[config.mk]
export PLATFORM = sky130hd
export DESIGN_NAME = scaler_task_handler
export DESIGN_NICKNAME = d
export VERILOG_FILES = /design/src/scaler_task_pkg.sv /design/src/scaler_task_handler.sv
export SDC_FILE = /design/constraint.sdc
export NUM_CORES = 1
export LEC_CHECK = 0
export BUFFER_PORTS_ARGS = -buffer_cell sky130_fd_sc_hd__buf_2
export CAP_MARGIN = 5
export CORE_ASPECT_RATIO = 1.25
export CORE_MARGIN = 2
export CORE_UTILIZATION = 50
export CTS_BUF_LIST = sky130_fd_sc_hd__clkbuf_4 sky130_fd_sc_hd__clkbuf_8
export CTS_CLUSTER_DIAMETER = 50
export DETAILED_ROUTE_END_ITERATION = 8
export GPL_TIMING_DRIVEN = 0
export HOLD_SLACK_MARGIN = 0.12
export PLACE_DENSITY = 0.82
export SLEW_MARGIN = 20
export SYNTH_ARGS = -nofsm -noshare
export SYNTH_HDL_FRONTEND = slang
export SYNTH_SLANG_ARGS = --single-unit
[constraint.sdc]
create_clock -name aclk -period 1.8 [get_ports aclk]
set_clock_uncertainty 0.05 [all_clocks]
set_input_delay 0.45 -clock aclk [delete_from_list [all_inputs] [get_ports aclk]]
set_output_delay 0.45 -clock aclk [all_outputs]
set_load 0.1 [all_outputs]
[src/scaler_task_pkg.sv]
// Constants, register layout and state codes of the scaler task handler.
// Assumes a 12-bit AXI4-Lite byte address; register byte address is four times its index.
package scaler_task_pkg;
  localparam int          ADDR_W           = 12;
  localparam logic [9:0]  IDX_GLOBAL_CTRL  = 10'h080;
  localparam logic [9:0]  IDX_STATUS       = 10'h086;
  localparam logic [9:0]  IDX_GP_SELECT    = 10'h087;
  localparam logic [9:0]  IDX_SOFT_RESET   = 10'h088;
  localparam logic [9:0]  IDX_TASK_A       = 10'h090;
  localparam logic [9:0]  IDX_SOURCE_SEL   = 10'h091;
  localparam logic [9:0]  IDX_TRIGGER_SEL  = 10'h092;
  localparam logic [9:0]  IDX_TASK_B       = 10'h0c0;
  // Global control
  localparam int          BIT_TASK_A_EN    = 4;
  localparam int          BIT_TASK_B_EN    = 5;
  // Soft reset register
  localparam int          BIT_SOFT_RESET   = 5;
  localparam logic [7:0]  SOFT_RESET_INIT  = 8'h20;
  // Source select
  localparam int          BIT_SRC_XPORT    = 4;
  localparam int          BIT_RATE_60HZ    = 6;
  // Trigger select
  localparam int          BIT_FD_EDGE      = 7;
  localparam int          BIT_FD_POL       = 6;
  localparam int          BIT_VSEL_HI      = 5;
  localparam int          BIT_VEDGE        = 4;
  localparam int          BIT_HEDGE        = 2;
  // Task control fields
  localparam int          TASK_START_CONDITION_LSB         = 0;
  localparam int          BIT_REPEAT       = 2;
  localparam int          SKIP_LSB         = 3;
  localparam int          BIT_OFID_SRC     = 6;
  localparam int          BIT_MARKER       = 7;
  localparam logic [1:0]  TASK_START_CONDITION_NOW         = 2'h0;
  localparam logic [1:0]  TASK_START_CONDITION_VSYNC       = 2'h1;
  localparam logic [1:0]  TASK_START_CONDITION_FID0        = 2'h2;
  localparam logic [1:0]  TASK_START_CONDITION_FID1        = 2'h3;
  // Earliest start lines
  localparam logic [9:0]  LINE_DEC_F1_50   = 10'h004;
  localparam logic [9:0]  LINE_DEC_F1_60   = 10'h007;
  localparam logic [9:0]  LINE_DEC_F2_50   = 10'h003;
  localparam logic [9:0]  LINE_DEC_F2_60   = 10'h006;
  localparam logic [9:0]  LINE_DEC_DEF_50  = 10'h002;
  localparam logic [9:0]  LINE_DEC_DEF_60  = 10'h005;
  localparam logic [9:0]  LINE_XP_50       = 10'h017;
  localparam logic [9:0]  LINE_XP_60       = 10'h014;
  // Bus answers
  localparam logic [1:0]  RESP_OKAY        = 2'h0;
  localparam logic [1:0]  RESP_SLVERR      = 2'h2;
  typedef enum logic [3:0] {
    S_IDLE  = 4'b0001,
    S_SKIP  = 4'b0010,
    S_START = 4'b0100,
    S_RUN   = 4'b1000
  } task_state_t;
endpackage

[src/scaler_task_handler.sv]
// Task handler and acquisition trigger of the video scaler, with AXI4-Lite registers.
// Assumes the acquisition counters outside report offset reach, position past offsets and task end.
// Operation
// - Decoder source: trigger on vertical pulse fall; edge select gives lines 4/7, 3/6.
// - All trigger selects zero: decoder start no earlier than line 2/5 both fields.
// - Stream source: start no earlier than SAV of line 23 or 20.
// - Two register sets; each task is selected only while its global enable bit is set.
// - Soft reset bit at zero returns task handler to initial state.
// - Enable changes act at task end; soft reset forces idle at once.
// - Start code: immediate, next vsync, next field id 0, next field id 1.
// - Field id for start is checked only when acquisition offsets are reached.
// - Repeat bit runs current task once more before handing over.
// - Skip the programmed number of fields before executing the task.
// - Task parity flag inverts at each activation of that task.
// - Activate on start condition and offsets; if already past, wait next vsync.
// - Trigger conditions checked only for the activated task, never while inactive.
// - After reset or soft reset task B has priority over task A.
// - Field id source zero: input field id on bit 6 and general pin.
// - Field id source one: task parity flag on bit 6 and general pin.
// - Marker zero keeps bit 7 high; marker one inverts bit 7.
// - Task output selected: general pins show the bit 7 task flag.
// - Parity flag is not synchronised to the input field detection.
// - Stream field id is line reference level at selected vertical edge.
// - Field id zero means first field of a frame.
`timescale 1ns/1ps
`default_nettype none
module scaler_task_handler
  import scaler_task_pkg::*;
(
  // Clock and reset
  input  wire logic                               aclk,
  input  wire logic                               aresetn,
  // AXI4-Lite slave
  input  wire logic [scaler_task_pkg::ADDR_W-1:0] awaddr,
  input  wire logic                               awvalid,
  output logic                                    awready,
  input  wire logic [31:0]                        wdata,
  input  wire logic [3:0]                         wstrb,
  input  wire logic                               wvalid,
  output logic                                    wready,
  output logic [1:0]                              bresp,
  output logic                                    bvalid,
  input  wire logic                               bready,
  input  wire logic [scaler_task_pkg::ADDR_W-1:0] araddr,
  input  wire logic                               arvalid,
  output logic                                    arready,
  output logic [31:0]                             rdata,
  output logic [1:0]                              rresp,
  output logic                                    rvalid,
  input  wire logic                               rready,
  // Internal decoder references
  input  wire logic                               decoder_vertical_pulse,
  input  wire logic                               decoder_line_reference,
  input  wire logic                               decoder_field_id,
  input  wire logic [9:0]                         decoder_line_count,
  // Expansion port stream
  input  wire logic                               xport_vert_ref,
  input  wire logic                               xport_horiz_ref,
  input  wire logic                               xport_sav,
  input  wire logic [9:0]                         xport_line_count,
  // Acquisition window
  input  wire logic                               offsets_reached,
  input  wire logic                               position_past_offsets,
  input  wire logic                               task_done,
  // Task outputs
  output logic                                    task_active,
  output logic                                    active_task_b,
  output logic                                    field_id_out,
  output logic                                    task_flag_out,
  output logic                                    general_purpose_out_0,
  output logic                                    general_purpose_out_1
);
  import scaler_task_pkg::*;

  typedef struct packed {
    logic                aw_held;
    logic [ADDR_W-1:0]   aw_addr;
    logic                w_held;
    logic [7:0]          w_data;
    logic                w_strb0;
    logic                bvalid;
    logic [1:0]          bresp;
    logic                rvalid;
    logic [31:0]         rdata;
    logic [1:0]          rresp;
    logic [7:0]          global_ctrl;
    logic [7:0]          gp_select;
    logic [7:0]          soft_reset;
    logic [7:0]          source_sel;
    logic [7:0]          trigger_sel;
    logic [7:0]          task_a_handling_control;
    logic [7:0]          task_b_handling_control;
    task_state_t         state;
    logic                cur_b;
    logic                repeat_used;
    logic [2:0]          skip_cnt;
    logic                wait_v;
    logic                earliest;
    logic                field_identifier;
    logic [1:0]          parity;
    logic                vpulse_d;
    logic                vref_d;
    logic                decoder_line_reference_d;
    logic                field_id_out;
    logic                task_flag_out;
    logic                gpo0;
    logic                gpo1;
  } handler_t;

  handler_t st;
  handler_t next_st;

  function automatic logic [7:0] task_ctrl(input handler_t s, input logic b);
    task_ctrl = b ? s.task_b_handling_control : s.task_a_handling_control;
  endfunction

  function automatic logic task_en(input handler_t s, input logic b);
    task_en = b ? s.global_ctrl[BIT_TASK_B_EN] : s.global_ctrl[BIT_TASK_A_EN];
  endfunction

  logic       srst;
  logic       src_x;
  logic       r60;
  logic       vsync_ev;
  logic       x_vedge;
  logic       decoder_line_reference_edge;
  logic       line_ev;
  logic [9:0] dec_line;
  logic [7:0] ctrl;
  logic [1:0] task_start_condition;
  logic       load_skip;
  logic [9:0] ridx;
  logic [9:0] widx;
  logic [7:0] load_ctrl;

  assign srst     = ~st.soft_reset[BIT_SOFT_RESET];
  assign src_x    = st.source_sel[BIT_SRC_XPORT];
  assign r60      = st.source_sel[BIT_RATE_60HZ];
  assign x_vedge  = st.trigger_sel[BIT_FD_EDGE] ? (xport_vert_ref & ~st.vref_d) : (~xport_vert_ref & st.vref_d);
  assign vsync_ev = src_x ? x_vedge : (st.vpulse_d & ~decoder_vertical_pulse);
  assign decoder_line_reference_edge = st.trigger_sel[BIT_HEDGE] ? (st.decoder_line_reference_d & ~decoder_line_reference)
                                               : (~st.decoder_line_reference_d & decoder_line_reference);
  always_comb begin
    if (st.trigger_sel[BIT_VEDGE]) begin
      if (~st.field_identifier) begin
        dec_line = r60 ? LINE_DEC_F1_60 : LINE_DEC_F1_50;
      end else begin
        dec_line = r60 ? LINE_DEC_F2_60 : LINE_DEC_F2_50;
      end
    end else begin
      dec_line = r60 ? LINE_DEC_DEF_60 : LINE_DEC_DEF_50;
    end
  end
  assign line_ev = src_x ? (xport_sav && xport_line_count >= (r60 ? LINE_XP_60 : LINE_XP_50))
                         : (decoder_line_reference_edge && decoder_line_count >= dec_line);
  assign ctrl = task_ctrl(st, st.cur_b);
  assign task_start_condition = ctrl[TASK_START_CONDITION_LSB +: 2];
  assign ridx = araddr[ADDR_W-1:2];
  assign widx = st.aw_addr[ADDR_W-1:2];

  always_comb begin
    next_st   = st;
    load_skip = 1'b0;
    load_ctrl = 8'h00;
    // Bus channels
    if (st.bvalid && bready) begin
      next_st.bvalid = 1'b0;
    end
    if (st.rvalid && rready) begin
      next_st.rvalid = 1'b0;
    end
    if (awvalid && awready) begin
      next_st.aw_held = 1'b1;
      next_st.aw_addr = awaddr;
    end
    if (wvalid && wready) begin
      next_st.w_held  = 1'b1;
      next_st.w_data  = wdata[7:0];
      next_st.w_strb0 = wstrb[0];
    end
    if (st.aw_held && st.w_held) begin
      next_st.aw_held = 1'b0;
      next_st.w_held  = 1'b0;
      next_st.bvalid  = 1'b1;
      next_st.bresp   = RESP_OKAY;
      unique case (widx)
        IDX_GLOBAL_CTRL: if (st.w_strb0) next_st.global_ctrl = st.w_data;
        IDX_GP_SELECT:   if (st.w_strb0) next_st.gp_select = st.w_data;
        IDX_SOFT_RESET:  if (st.w_strb0) next_st.soft_reset = st.w_data;
        IDX_TASK_A:      if (st.w_strb0) next_st.task_a_handling_control = st.w_data;
        IDX_SOURCE_SEL:  if (st.w_strb0) next_st.source_sel = st.w_data;
        IDX_TRIGGER_SEL: if (st.w_strb0) next_st.trigger_sel = st.w_data;
        IDX_TASK_B:      if (st.w_strb0) next_st.task_b_handling_control = st.w_data;
        IDX_STATUS:      next_st.bresp = RESP_OKAY;
        default:         next_st.bresp = RESP_SLVERR;
      endcase
    end
    if (arvalid && arready) begin
      next_st.rvalid = 1'b1;
      next_st.rresp  = RESP_OKAY;
      next_st.rdata  = 32'h0;
      unique case (ridx)
        IDX_GLOBAL_CTRL: next_st.rdata[7:0] = st.global_ctrl;
        IDX_GP_SELECT:   next_st.rdata[7:0] = st.gp_select;
        IDX_SOFT_RESET:  next_st.rdata[7:0] = st.soft_reset;
        IDX_TASK_A:      next_st.rdata[7:0] = st.task_a_handling_control;
        IDX_SOURCE_SEL:  next_st.rdata[7:0] = st.source_sel;
        IDX_TRIGGER_SEL: next_st.rdata[7:0] = st.trigger_sel;
        IDX_TASK_B:      next_st.rdata[7:0] = st.task_b_handling_control;
        IDX_STATUS:      next_st.rdata[7:0] = {st.state, st.cur_b, st.parity, st.field_identifier};
        default:         next_st.rresp = RESP_SLVERR;
      endcase
    end
    // Edge history and field detection
    next_st.vpulse_d = decoder_vertical_pulse;
    next_st.vref_d   = xport_vert_ref;
    next_st.decoder_line_reference_d   = decoder_line_reference;
    if (vsync_ev) begin
      next_st.field_identifier = (src_x ? xport_horiz_ref : decoder_field_id) ^ st.trigger_sel[BIT_FD_POL];
      next_st.earliest = 1'b0;
    end else if (line_ev) begin
      next_st.earliest = 1'b1;
    end
    // Task sequencing
    unique case (st.state)
      S_IDLE: begin
        if (task_en(st, 1'b0) || task_en(st, 1'b1)) begin
          next_st.cur_b       = task_en(st, st.cur_b) ? st.cur_b : ~st.cur_b;
          next_st.repeat_used = 1'b0;
          next_st.state       = S_SKIP;
          load_skip           = 1'b1;
        end
      end
      S_SKIP: begin
        if (st.skip_cnt == 3'h0) begin
          next_st.state  = S_START;
          next_st.wait_v = (task_start_condition == TASK_START_CONDITION_VSYNC);
        end else if (vsync_ev) begin
          next_st.skip_cnt = st.skip_cnt - 3'h1;
        end
      end
      S_START: begin
        if (st.wait_v) begin
          if (vsync_ev) begin
            next_st.wait_v = 1'b0;
          end
        end else if (st.earliest) begin
          if (position_past_offsets) begin
            next_st.wait_v = 1'b1;
          end else if (offsets_reached) begin
            if ((task_start_condition == TASK_START_CONDITION_FID0 && st.field_identifier) || (task_start_condition == TASK_START_CONDITION_FID1 && !st.field_identifier)) begin
              next_st.wait_v = 1'b1;
            end else begin
              next_st.state = S_RUN;
              next_st.parity[st.cur_b] = ~st.parity[st.cur_b];
            end
          end
        end
      end
      S_RUN: begin
        if (task_done) begin
          next_st.state = S_SKIP;
          load_skip     = 1'b1;
          if (ctrl[BIT_REPEAT] && !st.repeat_used && task_en(st, st.cur_b)) begin
            next_st.repeat_used = 1'b1;
          end else if (task_en(st, ~st.cur_b)) begin
            next_st.cur_b       = ~st.cur_b;
            next_st.repeat_used = 1'b0;
          end else if (task_en(st, st.cur_b)) begin
            next_st.repeat_used = 1'b0;
          end else begin
            next_st.state = S_IDLE;
            load_skip     = 1'b0;
          end
        end
      end
    endcase
    if (load_skip) begin
      load_ctrl        = task_ctrl(st, next_st.cur_b);
      next_st.skip_cnt = load_ctrl[SKIP_LSB +: 3];
      next_st.wait_v   = 1'b0;
    end
    if (srst) begin
      next_st.state       = S_IDLE;
      next_st.cur_b       = 1'b1;
      next_st.repeat_used = 1'b0;
      next_st.skip_cnt    = 3'h0;
      next_st.wait_v      = 1'b0;
      next_st.earliest    = 1'b0;
      next_st.parity      = 2'h0;
    end
    // Output codes
    next_st.field_id_out  = ctrl[BIT_OFID_SRC] ? st.parity[st.cur_b] : st.field_identifier;
    next_st.task_flag_out = ~ctrl[BIT_MARKER];
    next_st.gpo0 = st.gp_select[0] ? next_st.task_flag_out : next_st.field_id_out;
    next_st.gpo1 = st.gp_select[1] ? next_st.task_flag_out : next_st.field_id_out;
  end

  always_ff @(posedge aclk) begin
    if (!aresetn) begin
      st            <= '0;
      st.soft_reset <= SOFT_RESET_INIT;
      st.state      <= S_IDLE;
      st.cur_b      <= 1'b1;
      st.task_flag_out <= 1'b1;
    end else begin
      st <= next_st;
    end
  end

  assign awready               = ~st.aw_held & ~st.bvalid;
  assign wready                = ~st.w_held & ~st.bvalid;
  assign bvalid                = st.bvalid;
  assign bresp                 = st.bresp;
  assign arready               = ~st.rvalid;
  assign rvalid                = st.rvalid;
  assign rdata                 = st.rdata;
  assign rresp                 = st.rresp;
  assign task_active           = (st.state == S_RUN);
  assign active_task_b         = st.cur_b;
  assign field_id_out          = st.field_id_out;
  assign task_flag_out         = st.task_flag_out;
  assign general_purpose_out_0 = st.gpo0;
  assign general_purpose_out_1 = st.gpo1;

  property p_soft_reset_idle;
    @(posedge aclk) disable iff (!aresetn) srst |=> (st.state == S_IDLE && st.cur_b && st.parity == 2'h0);
  endproperty
  a_soft_reset_idle: assert property (p_soft_reset_idle) else $error("soft reset did not idle");

  property p_run_holds;
    @(posedge aclk) disable iff (!aresetn) (st.state == S_RUN && !task_done && !srst) |=> st.state == S_RUN;
  endproperty
  a_run_holds: assert property (p_run_holds) else $error("task left before its end");

  property p_parity_flip;
    @(posedge aclk) disable iff (!aresetn)
      (st.state == S_RUN && $past(st.state) == S_START) |-> st.parity[st.cur_b] != $past(st.parity[st.cur_b]);
  endproperty
  a_parity_flip: assert property (p_parity_flip) else $error("parity did not invert");

  property p_fid_mismatch;
    @(posedge aclk) disable iff (!aresetn)
      (st.state == S_START && !st.wait_v && st.earliest && !position_past_offsets && offsets_reached
       && task_start_condition == TASK_START_CONDITION_FID0 && st.field_identifier && !srst) |=> (st.state == S_START && st.wait_v);
  endproperty
  a_fid_mismatch: assert property (p_fid_mismatch) else $error("started on wrong field id");

  property p_past_waits;
    @(posedge aclk) disable iff (!aresetn)
      (st.state == S_START && !st.wait_v && st.earliest && position_past_offsets && !srst) |=> st.wait_v;
  endproperty
  a_past_waits: assert property (p_past_waits) else $error("no wait for vsync when past offsets");

  property p_no_start_early;
    @(posedge aclk) disable iff (!aresetn) (st.state == S_START && !st.earliest) |=> st.state != S_RUN;
  endproperty
  a_no_start_early: assert property (p_no_start_early) else $error("started before earliest line");

  property p_skip_holds;
    @(posedge aclk) disable iff (!aresetn)
      (st.state == S_SKIP && st.skip_cnt != 3'h0 && !vsync_ev && !srst) |=> (st.state == S_SKIP && $stable(st.skip_cnt));
  endproperty
  a_skip_holds: assert property (p_skip_holds) else $error("skip count moved without a field");

  property p_repeat_same;
    @(posedge aclk) disable iff (!aresetn)
      (st.state == S_RUN && task_done && ctrl[BIT_REPEAT] && !st.repeat_used && task_en(st, st.cur_b) && !srst)
      |=> (st.cur_b == $past(st.cur_b) && st.repeat_used);
  endproperty
  a_repeat_same: assert property (p_repeat_same) else $error("repeat did not rerun task");

  property p_marker_bit;
    @(posedge aclk) disable iff (!aresetn) ##1 (task_flag_out == ~$past(ctrl[BIT_MARKER]));
  endproperty
  a_marker_bit: assert property (p_marker_bit) else $error("bit 7 flag wrong");

  property p_fid_source;
    @(posedge aclk) disable iff (!aresetn)
      (!ctrl[BIT_OFID_SRC]) |=> field_id_out == $past(st.field_identifier);
  endproperty
  a_fid_source: assert property (p_fid_source) else $error("bit 6 not input field id");
endmodule
`default_nettype wire

==> impl_metrics.ini, run 1 <==
[run_status]
status = complete, but fails checks
violations = setup timing

[floorplan]
ios = 143
initial_core_util_pct = 51.3
core_um2 = 11100
die_w_um = 99.6
num_rows = 43
die_h_um = 124
dieArea_um2 = 12300

[sta]
rsz0062_at_grt = true
relSlewSlack_pct = 54.0
max_freq_ghz = 0.496
maxSlewViolCount = 0
tightest_slew_ns = 0.689
setup-violations-final = 50
hold_viol_final = 0
fin_crit_sh_pct = 112
tns_ns = -6.22
fin_crit_ns = 2.02
final.setup.worst_slack_ns = -0.216

[drt]
drc = 0
wl_um = 15900
post_drt_via_cell_ratio = 5.55
wl_per_cell_um = 17.0
dr.pass1.iters = 8
initialDrtViolationCount = 298
postRouteAntennaNets = 0
via_count = 5175

[setup_path]
cp-startpoint = st[135]
crit_family = simple AND/OR/NAND/NOR gates
crit_path_frequent_cell = buf_6
critPathKind = register to register
r2r_start = st[135]
required_ns = 2.05
arrival_ns = 2.27
critPathMaxFanout = 4
worstPathCellList = or3b_1 > or3_4 > nor2b_4 > buf_6 > buf_6 > nand3_1 > a21boi_1
cp-start-kind = register
critical_path.max_stage_delay_ns = 0.39
critPathSlowestCell = or3b_1
end_kind = register
cp.buffers_inverters = 2

[min_path]
hp-start = awaddr[10]
hp-class = primary input to register

[final_layout]
drive_gt1_share_pct = 31.4
stdcell_area_um2 = 7200
diodes = 0
area_growth_pct = 25.9
largest-register = st
post-route-util_pct = 64.6
final_common_cell = dfxtp_1
final_cell_mix = 97 x dfxtp_1, 84 x buf_2, 78 x nand2_1, 59 x mux2i_1, 54 x nor2b_1
largest_register_ffs = 91
layout.nets = 897
instances_no_fill = 932

[clocking]
clock-sinks = 110
holdBufCountCts = 0
cts_inserted_buffers = 9
clockBufferDepth = 2
cts_tree = yes
cts_root_buf = clkbuf_8
h-tree-depth = 3
cts.reportedPaths.clkPinSlew_ns = 0.11
worstSkewPairLatency_ns = 0.39

[logic_synthesis]
ys_seq_area_share_pct = 38.5
synthTopCellsByArea = dfxtp_1 39%, mux2i_1 10%, nand2_1 6.1%
synth_top_area_share_pct = 38.5
ys.warnings.count = 0
synth_edf_count = 0
synth_ff_type = dfxtp_1
ys_seq_elements = 110
avgSynthCellArea_um2 = 8.74
synth_top_cell_by_area = dfxtp_1
synth_cell_types = 61
postSynthCellCount = 654
async_reset_ff_share_pct = 0
synth_area_um2 = 5720

[job]
cap_viol_max_count = 0

[placed_design]
dp.cells = 899
portBuffers = 85
place_hpwl_um = 11500
gp_congestion = 0.910
place_area_um2 = 6470

[grt]
gr-usage-all-layers_pct = 25.2
grt_pass1_vias = 4991
grt_max_degree = 19
overflow = 0
antenna_found_initial = 0
grt_first_pass_wirelength_um = 24200

[power_and_ir_drop]
cellPowerDensity_nw_per_um2 = 666
power.leakage_nw = 3.06
peakVddDrop_mv = 0.514
finalPower_mw = 4.79
==> metrics by stage <==
| step | worst slack, ns | hold WS [ns] |
|---|---|---|
| 6_report | -0.216 | 0.248 |
| 5_1_grt | -0.280 | 0.243 |
| 4_1_cts | -0.151 | 0.235 |
| 3_5_place_dp | -0.567 | 0.412 |
| 3_3_place_gp | -0.568 | 0.400 |
| 2_1_floorplan | -0.689 | 0.376 |
==> final timing paths <==
path	slack (ns)	to	cells past startpoint
max	-0.22	st[70]	7
min	0.25	st[135]	3
max reg2reg	-0.22	st[70]	7
min reg2reg	0.43	st[132]	2
==> area by class of cell <==
cell class | instances | area [um^2]
inverter | 14 | 57.6
multi-input combinational | 485 | 3510
clock inverter | 5 | 40.0
timing repair buffer | 102 | 597
clock buffer | 11 | 151
buffer | 70 | 434
sequential | 110 | 2240
fill | 919 | 3940
tap | 135 | 169
==> power breakdown <==
part / switching [mW] / internal (mW)
Combinational: 0.597 / 0.242
Clock: 0.861 / 0.590
Sequential: 0.0374 / 2.47
==> layer usage <==
| layer | vias to the layer above | share of wire, % | track usage [%] |
|---|---|---|---|
| met5 | - | 0 | 0 |
| met2 | 186 | 53 | 46.6 |
| met4 | 0 | 3.2 | 11.2 |
| met3 | 38 | 4.7 | 3.00 |
| li1 | 2495 | - | - |
| met1 | 2456 | 39 | 28.9 |
==> cell families after synthesis <==
logic type / synth area share (%)
and+or+nand+nor: 23.6
AOI/OAI and AO/OA: 15.3
DFF: 38.5
buffers and inverters: 8.10
muxes: 12.1
adders and majority gates: 1.97
xor gates and xnor gates: 0.307
other: 0.0656
==> synth_stat cells (all sizes together), types with 2 or more instances <==
cell     instances
inv             14
a21oi           19
a311oi           3
nand4            2
a22o             4
mux2             9
o211ai           3
a31oi            5
and3             2
a222oi           4
nand2           94
nand3b           6
ha               9
a21o             4
dfxtp          110
a22oi            8
nor2b           56
mux2i           59
o21ai           17
o211a            3
a32oi            4
nor4             5
buf             42
o2bb2ai          2
nand2b          14
and2             8
or3              3
nand3           16
nor2            25
o22ai            2
clkbuf          28
nor4b            3
nor3            12
a21boi          36
o21a             2
nor3b            5
==> what timing repair did <==
action / CTS / global route
pin swaps: 12 / 30
resized for setup: 46 / 65
setup buffers: 9 / 8
cloned: 1 / 0
endpoints found under the setup margin: 70 / 72
==> worst min-delay path: cells and delay by family <==
kind	cells	cell delay, ns
buffers and inverters	1	0.10
AND/OR/NAND/NOR	1	0.04
AO/OA/AOI/OAI	1	0.06
Power figures use the tool's default switching activity.
==> run 2: changes to the inputs <==
==> constraint.sdc (replaced) <==
create_clock -name aclk -period 1.8 [get_ports aclk]
set_clock_uncertainty 0.05 [all_clocks]
set_input_delay 0.45 -clock aclk [delete_from_list [all_inputs] [get_ports aclk]]
set_output_delay 0.45 -clock aclk [all_outputs]
set_load 0.01 [all_outputs]
==> impl_metrics.ini, run 2 (synthesis results as in run 1) <==
[setup_path]
critPathSlowestCell = or3b_4
critPathMaxFanout = 8
cp-start-kind = register
arrival_ns = 2.30
crit_cells = 7
rr_endpoint = st[37]
r2r_start = st[135]
cp-startpoint = st[135]
crit_end = st[37]
critical_path.max_stage_delay_ns = 0.40
r2r_setup_slack_ns = -0.25
required_ns = 2.05
worstPathCellList = or3b_4 > or3_4 > nor4_4 > nand3b_1 > buf_6 > mux2i_1 > nor2b_1
end_kind = register
crit_family = simple AND/OR/NAND/NOR gates
rr_worst_depth = 7
critPathKind = register to register
cp.buffers_inverters = 1

[sta]
relSlewSlack_pct = 51.5
hold_viol_final = 0
rsz0062_at_grt = true
max_freq_ghz = 0.487
setup-violations-final = 49
tightest_slew_ns = 0.727
maxSlewViolCount = 0
final.setup.worst_slack_ns = -0.251
fin_crit_ns = 2.05
fin_crit_sh_pct = 114

[final_layout]
fillers = 931
drive_gt1_share_pct = 29.6
diodes = 0
layout.nets = 895
largest-register = st
post-route-util_pct = 63.5
largest_register_ffs = 91
final_cell_mix = 100 x dfxtp_1, 87 x buf_2, 83 x nand2_1, 58 x mux2i_1, 54 x nor2b_1
final_common_cell = dfxtp_1
instances_no_fill = 930
area_growth_pct = 23.7

[drt]
top_layer = met4
via_count = 5139
drc = 0
dr.pass1.iters = 8
wl_per_cell_um = 16.5
wl_um = 15300
met3RoutedLength_um = 758
wl_met2_um = 7970
wl_met1_um = 5980
initialDrtViolationCount = 350
postRouteAntennaNets = 0
post_drt_via_cell_ratio = 5.53

[grt]
grt_first_pass_wirelength_um = 24000
grt_pass1_vias = 4847
antenna_found_initial = 0
grt_max_degree = 20
gr-usage-all-layers_pct = 24.9
overflow = 0

[power_and_ir_drop]
power.leakage_nw = 3.04
cellPowerDensity_nw_per_um2 = 631
peakVddDrop_mv = 0.517

[clocking]
cts_inserted_buffers = 9
holdBufCountCts = 0
cts_root_buf = clkbuf_8
cts_tree = yes
clockBufferDepth = 2
h-tree-depth = 3
clock-sinks = 110
worstSkewPairLatency_ns = 0.38
cts.reportedPaths.clkPinSlew_ns = 0.11

[min_path]
hp-class = primary input to register
whs_path_depth = 3

[placed_design]
place_hpwl_um = 11000
gp_congestion = 0.970
dp.cells = 899
portBuffers = 85

[floorplan]
ios = 143
die_w_um = 99.6
core_um2 = 11100
num_rows = 43
initial_core_util_pct = 51.3
dieArea_um2 = 12300
die_h_um = 124

[job]
cap_viol_max_count = 0

[run_status]
violations = setup timing
status = complete, but fails checks
[run 2: changes by cell type in the layout (fill, tap and decap cells not counted), moves of 4 or more]
cell	previous run	this run
nand2_2	9	5
ha_1	5	9
nor2_4	5	1
nand2_1	78	83
buf_4	52	48
[run 2: metrics by stage]
stage | hold slack, ns | setup slack [ns] | setup TNS (ns) | total power [mW] | instance area [um^2]
floorplan | 0.376 | -0.0204 | -0.567 | 2.87 | 5850
global placement | 0.394 | -0.518 | -9.88 | 3.03 | 6440
detailed placement | 0.402 | -0.564 | -12.37 | 3.04 | 6440
CTS | 0.240 | -0.206 | -5.27 | 4.47 | 6900
global route | 0.239 | -0.280 | -10.18 | 4.65 | 7070
finish | 0.250 | -0.251 | -6.23 | 4.46 | 7070
[run 2: how the worst min path moves through the flow]
stage	start	endpoint	slack [ns]
after global routing	awaddr[11]	st[136]	0.24
after detailed placement	rdata[2]	rdata[2]	0.40
after global placement	rdata[2]	rdata[2]	0.39
after floorplan	rdata[2]	rdata[2]	0.38
after CTS	wstrb[0]	st[115]	0.24
final	awaddr[4]	st[129]	0.25
[run 2: layout make-up]
cell class                 count  area (um^2)  area share [%]
sequential                   110         2230            31.5
timing repair buffer         102          593            8.39
multi-input combinational    485         3410            48.3
clock buffer                  10          138            1.95
inverter                      14         52.6           0.743
clock inverter                 6         52.6           0.743
buffer                        68          423            5.98
tap                          135          169            2.39
[run 2: tightest hold or removal path, stage by stage]
cell and delay, ns:
buf_2 0.10, nand2_1 0.04, a21boi_0 0.06
[run 2: timing repair]
action	CTS	global route
buffers inserted	10	7
resized for setup	57	38
pin swaps	17	21
endpoints found under the setup margin	70	69
[run 2: where the power goes]
part	switching (mW)	internal [mW]
logic	0.284	0.228
registers	0.0340	2.47
clock network	0.879	0.564
total	1.20	3.26
[run 2: metal layers]
| layer | up-vias | track usage, % |
|---|---|---|
| met4 | 0 | 12.8 |
| met3 | 46 | 3.45 |
| met2 | 185 | 44.6 |
| met1 | 2409 | 28.9 |
| met5 | - | 0 |
| li1 | 2499 | - |
==> run 3: changes to the inputs <==
--- a/config.mk
+++ b/config.mk
@@ -13,9 +13,9 @@
 export CTS_BUF_LIST = sky130_fd_sc_hd__clkbuf_4 sky130_fd_sc_hd__clkbuf_8
 export CTS_CLUSTER_DIAMETER = 50
 export DETAILED_ROUTE_END_ITERATION = 8
-export GPL_TIMING_DRIVEN = 0
 export HOLD_SLACK_MARGIN = 0.12
 export PLACE_DENSITY = 0.82
+export SKIP_LAST_GASP = 1
 export SLEW_MARGIN = 20
 export SYNTH_ARGS = -nofsm -noshare
 export SYNTH_HDL_FRONTEND = slang
==> impl_metrics.ini, run 3 (synthesis results as in run 1) <==
[sta]
final.setup.worst_slack_ns = -0.172
max_freq_ghz = 0.507
maxSlewViolCount = 0
fin_crit_sh_pct = 110
tns_ns = -5.23
hold_viol_final = 0
fin_crit_ns = 1.97
rsz0062_at_grt = true
setup-violations-final = 50

[setup_path]
critPathMaxFanout = 8
cp-start-kind = register
critPathKind = register to register
r2r_start = st[115]
rr_worst_depth = 6
cp-startpoint = st[115]
critical_path.max_stage_delay_ns = 0.38
end_kind = register
critPathSlowestCell = or3b_4
worstPathCellList = or3b_4 > or3_4 > nor2b_4 > nand3_4 > mux2i_1 > nor2b_1
crit_family = simple AND/OR/NAND/NOR gates
arrival_ns = 2.22
required_ns = 2.05
crit_cells = 6
cp.buffers_inverters = 0

[drt]
wl_um = 15000
via_count = 5097
initialDrtViolationCount = 405
post_drt_via_cell_ratio = 5.64
wl_per_cell_um = 16.6
postRouteAntennaNets = 0
dr.pass1.iters = 7
drc = 0

[job]
cap_viol_max_count = 0

[placed_design]
place_area_um2 = 6420
place_hpwl_um = 11000
portBuffers = 85
dp.cells = 878
gp_congestion = 0.950

[clocking]
clock-sinks = 110
cts.reportedPaths.clkPinSlew_ns = 0.11
holdBufCountCts = 0
cts_tree = yes
h-tree-depth = 3
worstSkewPairLatency_ns = 0.39
cts_root_buf = clkbuf_8
cts_inserted_buffers = 9
clockBufferDepth = 2

[grt]
grt_max_degree = 56
antenna_found_initial = 0
gr-usage-all-layers_pct = 24.1
overflow = 0
grt_pass1_vias = 4894
grt_first_pass_wirelength_um = 23200

[floorplan]
core_um2 = 11100
dieArea_um2 = 12300
die_w_um = 99.6
num_rows = 43
ios = 143
die_h_um = 124
initial_core_util_pct = 51.3

[power_and_ir_drop]
power.leakage_nw = 3.00
peakVddDrop_mv = 0.364
cellPowerDensity_nw_per_um2 = 657
finalPower_mw = 4.56

[final_layout]
largest_register_ffs = 91
diodes = 0
largest-register = st
stdcell_area_um2 = 6950
layout.nets = 869
final_cell_mix = 101 x dfxtp_1, 88 x nand2_1, 84 x buf_2, 59 x mux2i_1, 54 x nor2b_1
multi_input_area_um2 = 3370
fillers = 899
ff_latch_area_um2 = 2220
area_growth_pct = 21.5
drive_gt1_share_pct = 28.5
instances_no_fill = 904
final_common_cell = dfxtp_1

[min_path]
whs_path_depth = 2
hp-class = primary input to register
hp-start = decoder_vertical_pulse

[run_status]
status = complete, but fails checks
violations = setup timing
run 3: metal layers:
layer | track usage, % | share of wire (%) | vias up
li1 | - | - | 2437
met1 | 26.9 | 38 | 2414
met2 | 43.5 | 53 | 203
met3 | 4.64 | 6.2 | 43
met4 | 12.3 | 3.3 | 0
met5 | 0 | 0 | -
run 3: final cells by class:
| type | instances | area share (%) |
|---|---|---|
| inverter | 14 | 0.756 |
| timing repair buffer | 144 | 13.4 |
| clock buffer | 12 | 2.20 |
| multi-input combinational | 485 | 48.5 |
| clock inverter | 4 | 0.793 |
| sequential | 110 | 32.0 |
| tap | 135 | 2.43 |
run 3: path summary, 6_finish.rpt:
kind,to,slack [ns]
min reg2reg,st[75],0.42
max reg2reg,st[26],-0.17
max,st[26],-0.17
min,st[6],0.24
run 3: per-stage QoR:
step	util (%)	setup WS (ns)	hold WS, ns
floorplan	-	-0.0204	0.376
global placement	57.7	-0.130	0.398
global route	62.4	-0.246	0.235
finish	62.4	-0.172	0.235
CTS	60.2	-0.169	0.225
detailed placement	57.7	-0.237	0.412
run 3: power by group:
part	leakage [nW]	internal [mW]	switching (mW)	total (mW)
sequential	0.895	2.47	0.0610	2.54
combinational	2.00	0.214	0.243	0.457
clock	0.104	0.721	0.851	1.57
total	3.00	3.41	1.15	4.56
run 3: worst register-to-register path, stage by stage (launching register included):
cell and delay (ns):
dfxtp_2 0.35, or3b_4 0.38, or3_4 0.38, nor2b_4 0.24
nand3_4 0.21, mux2i_1 0.22, nor2b_1 0.06
run 3: timing repair:
item | in CTS | in global routing
endpoints found under the setup margin | 53 | 64
endpoints found under the hold margin | 0 | 0
resized for setup | 15 | 51
pin swaps | 4 | 21
buffers inserted | 3 | 7
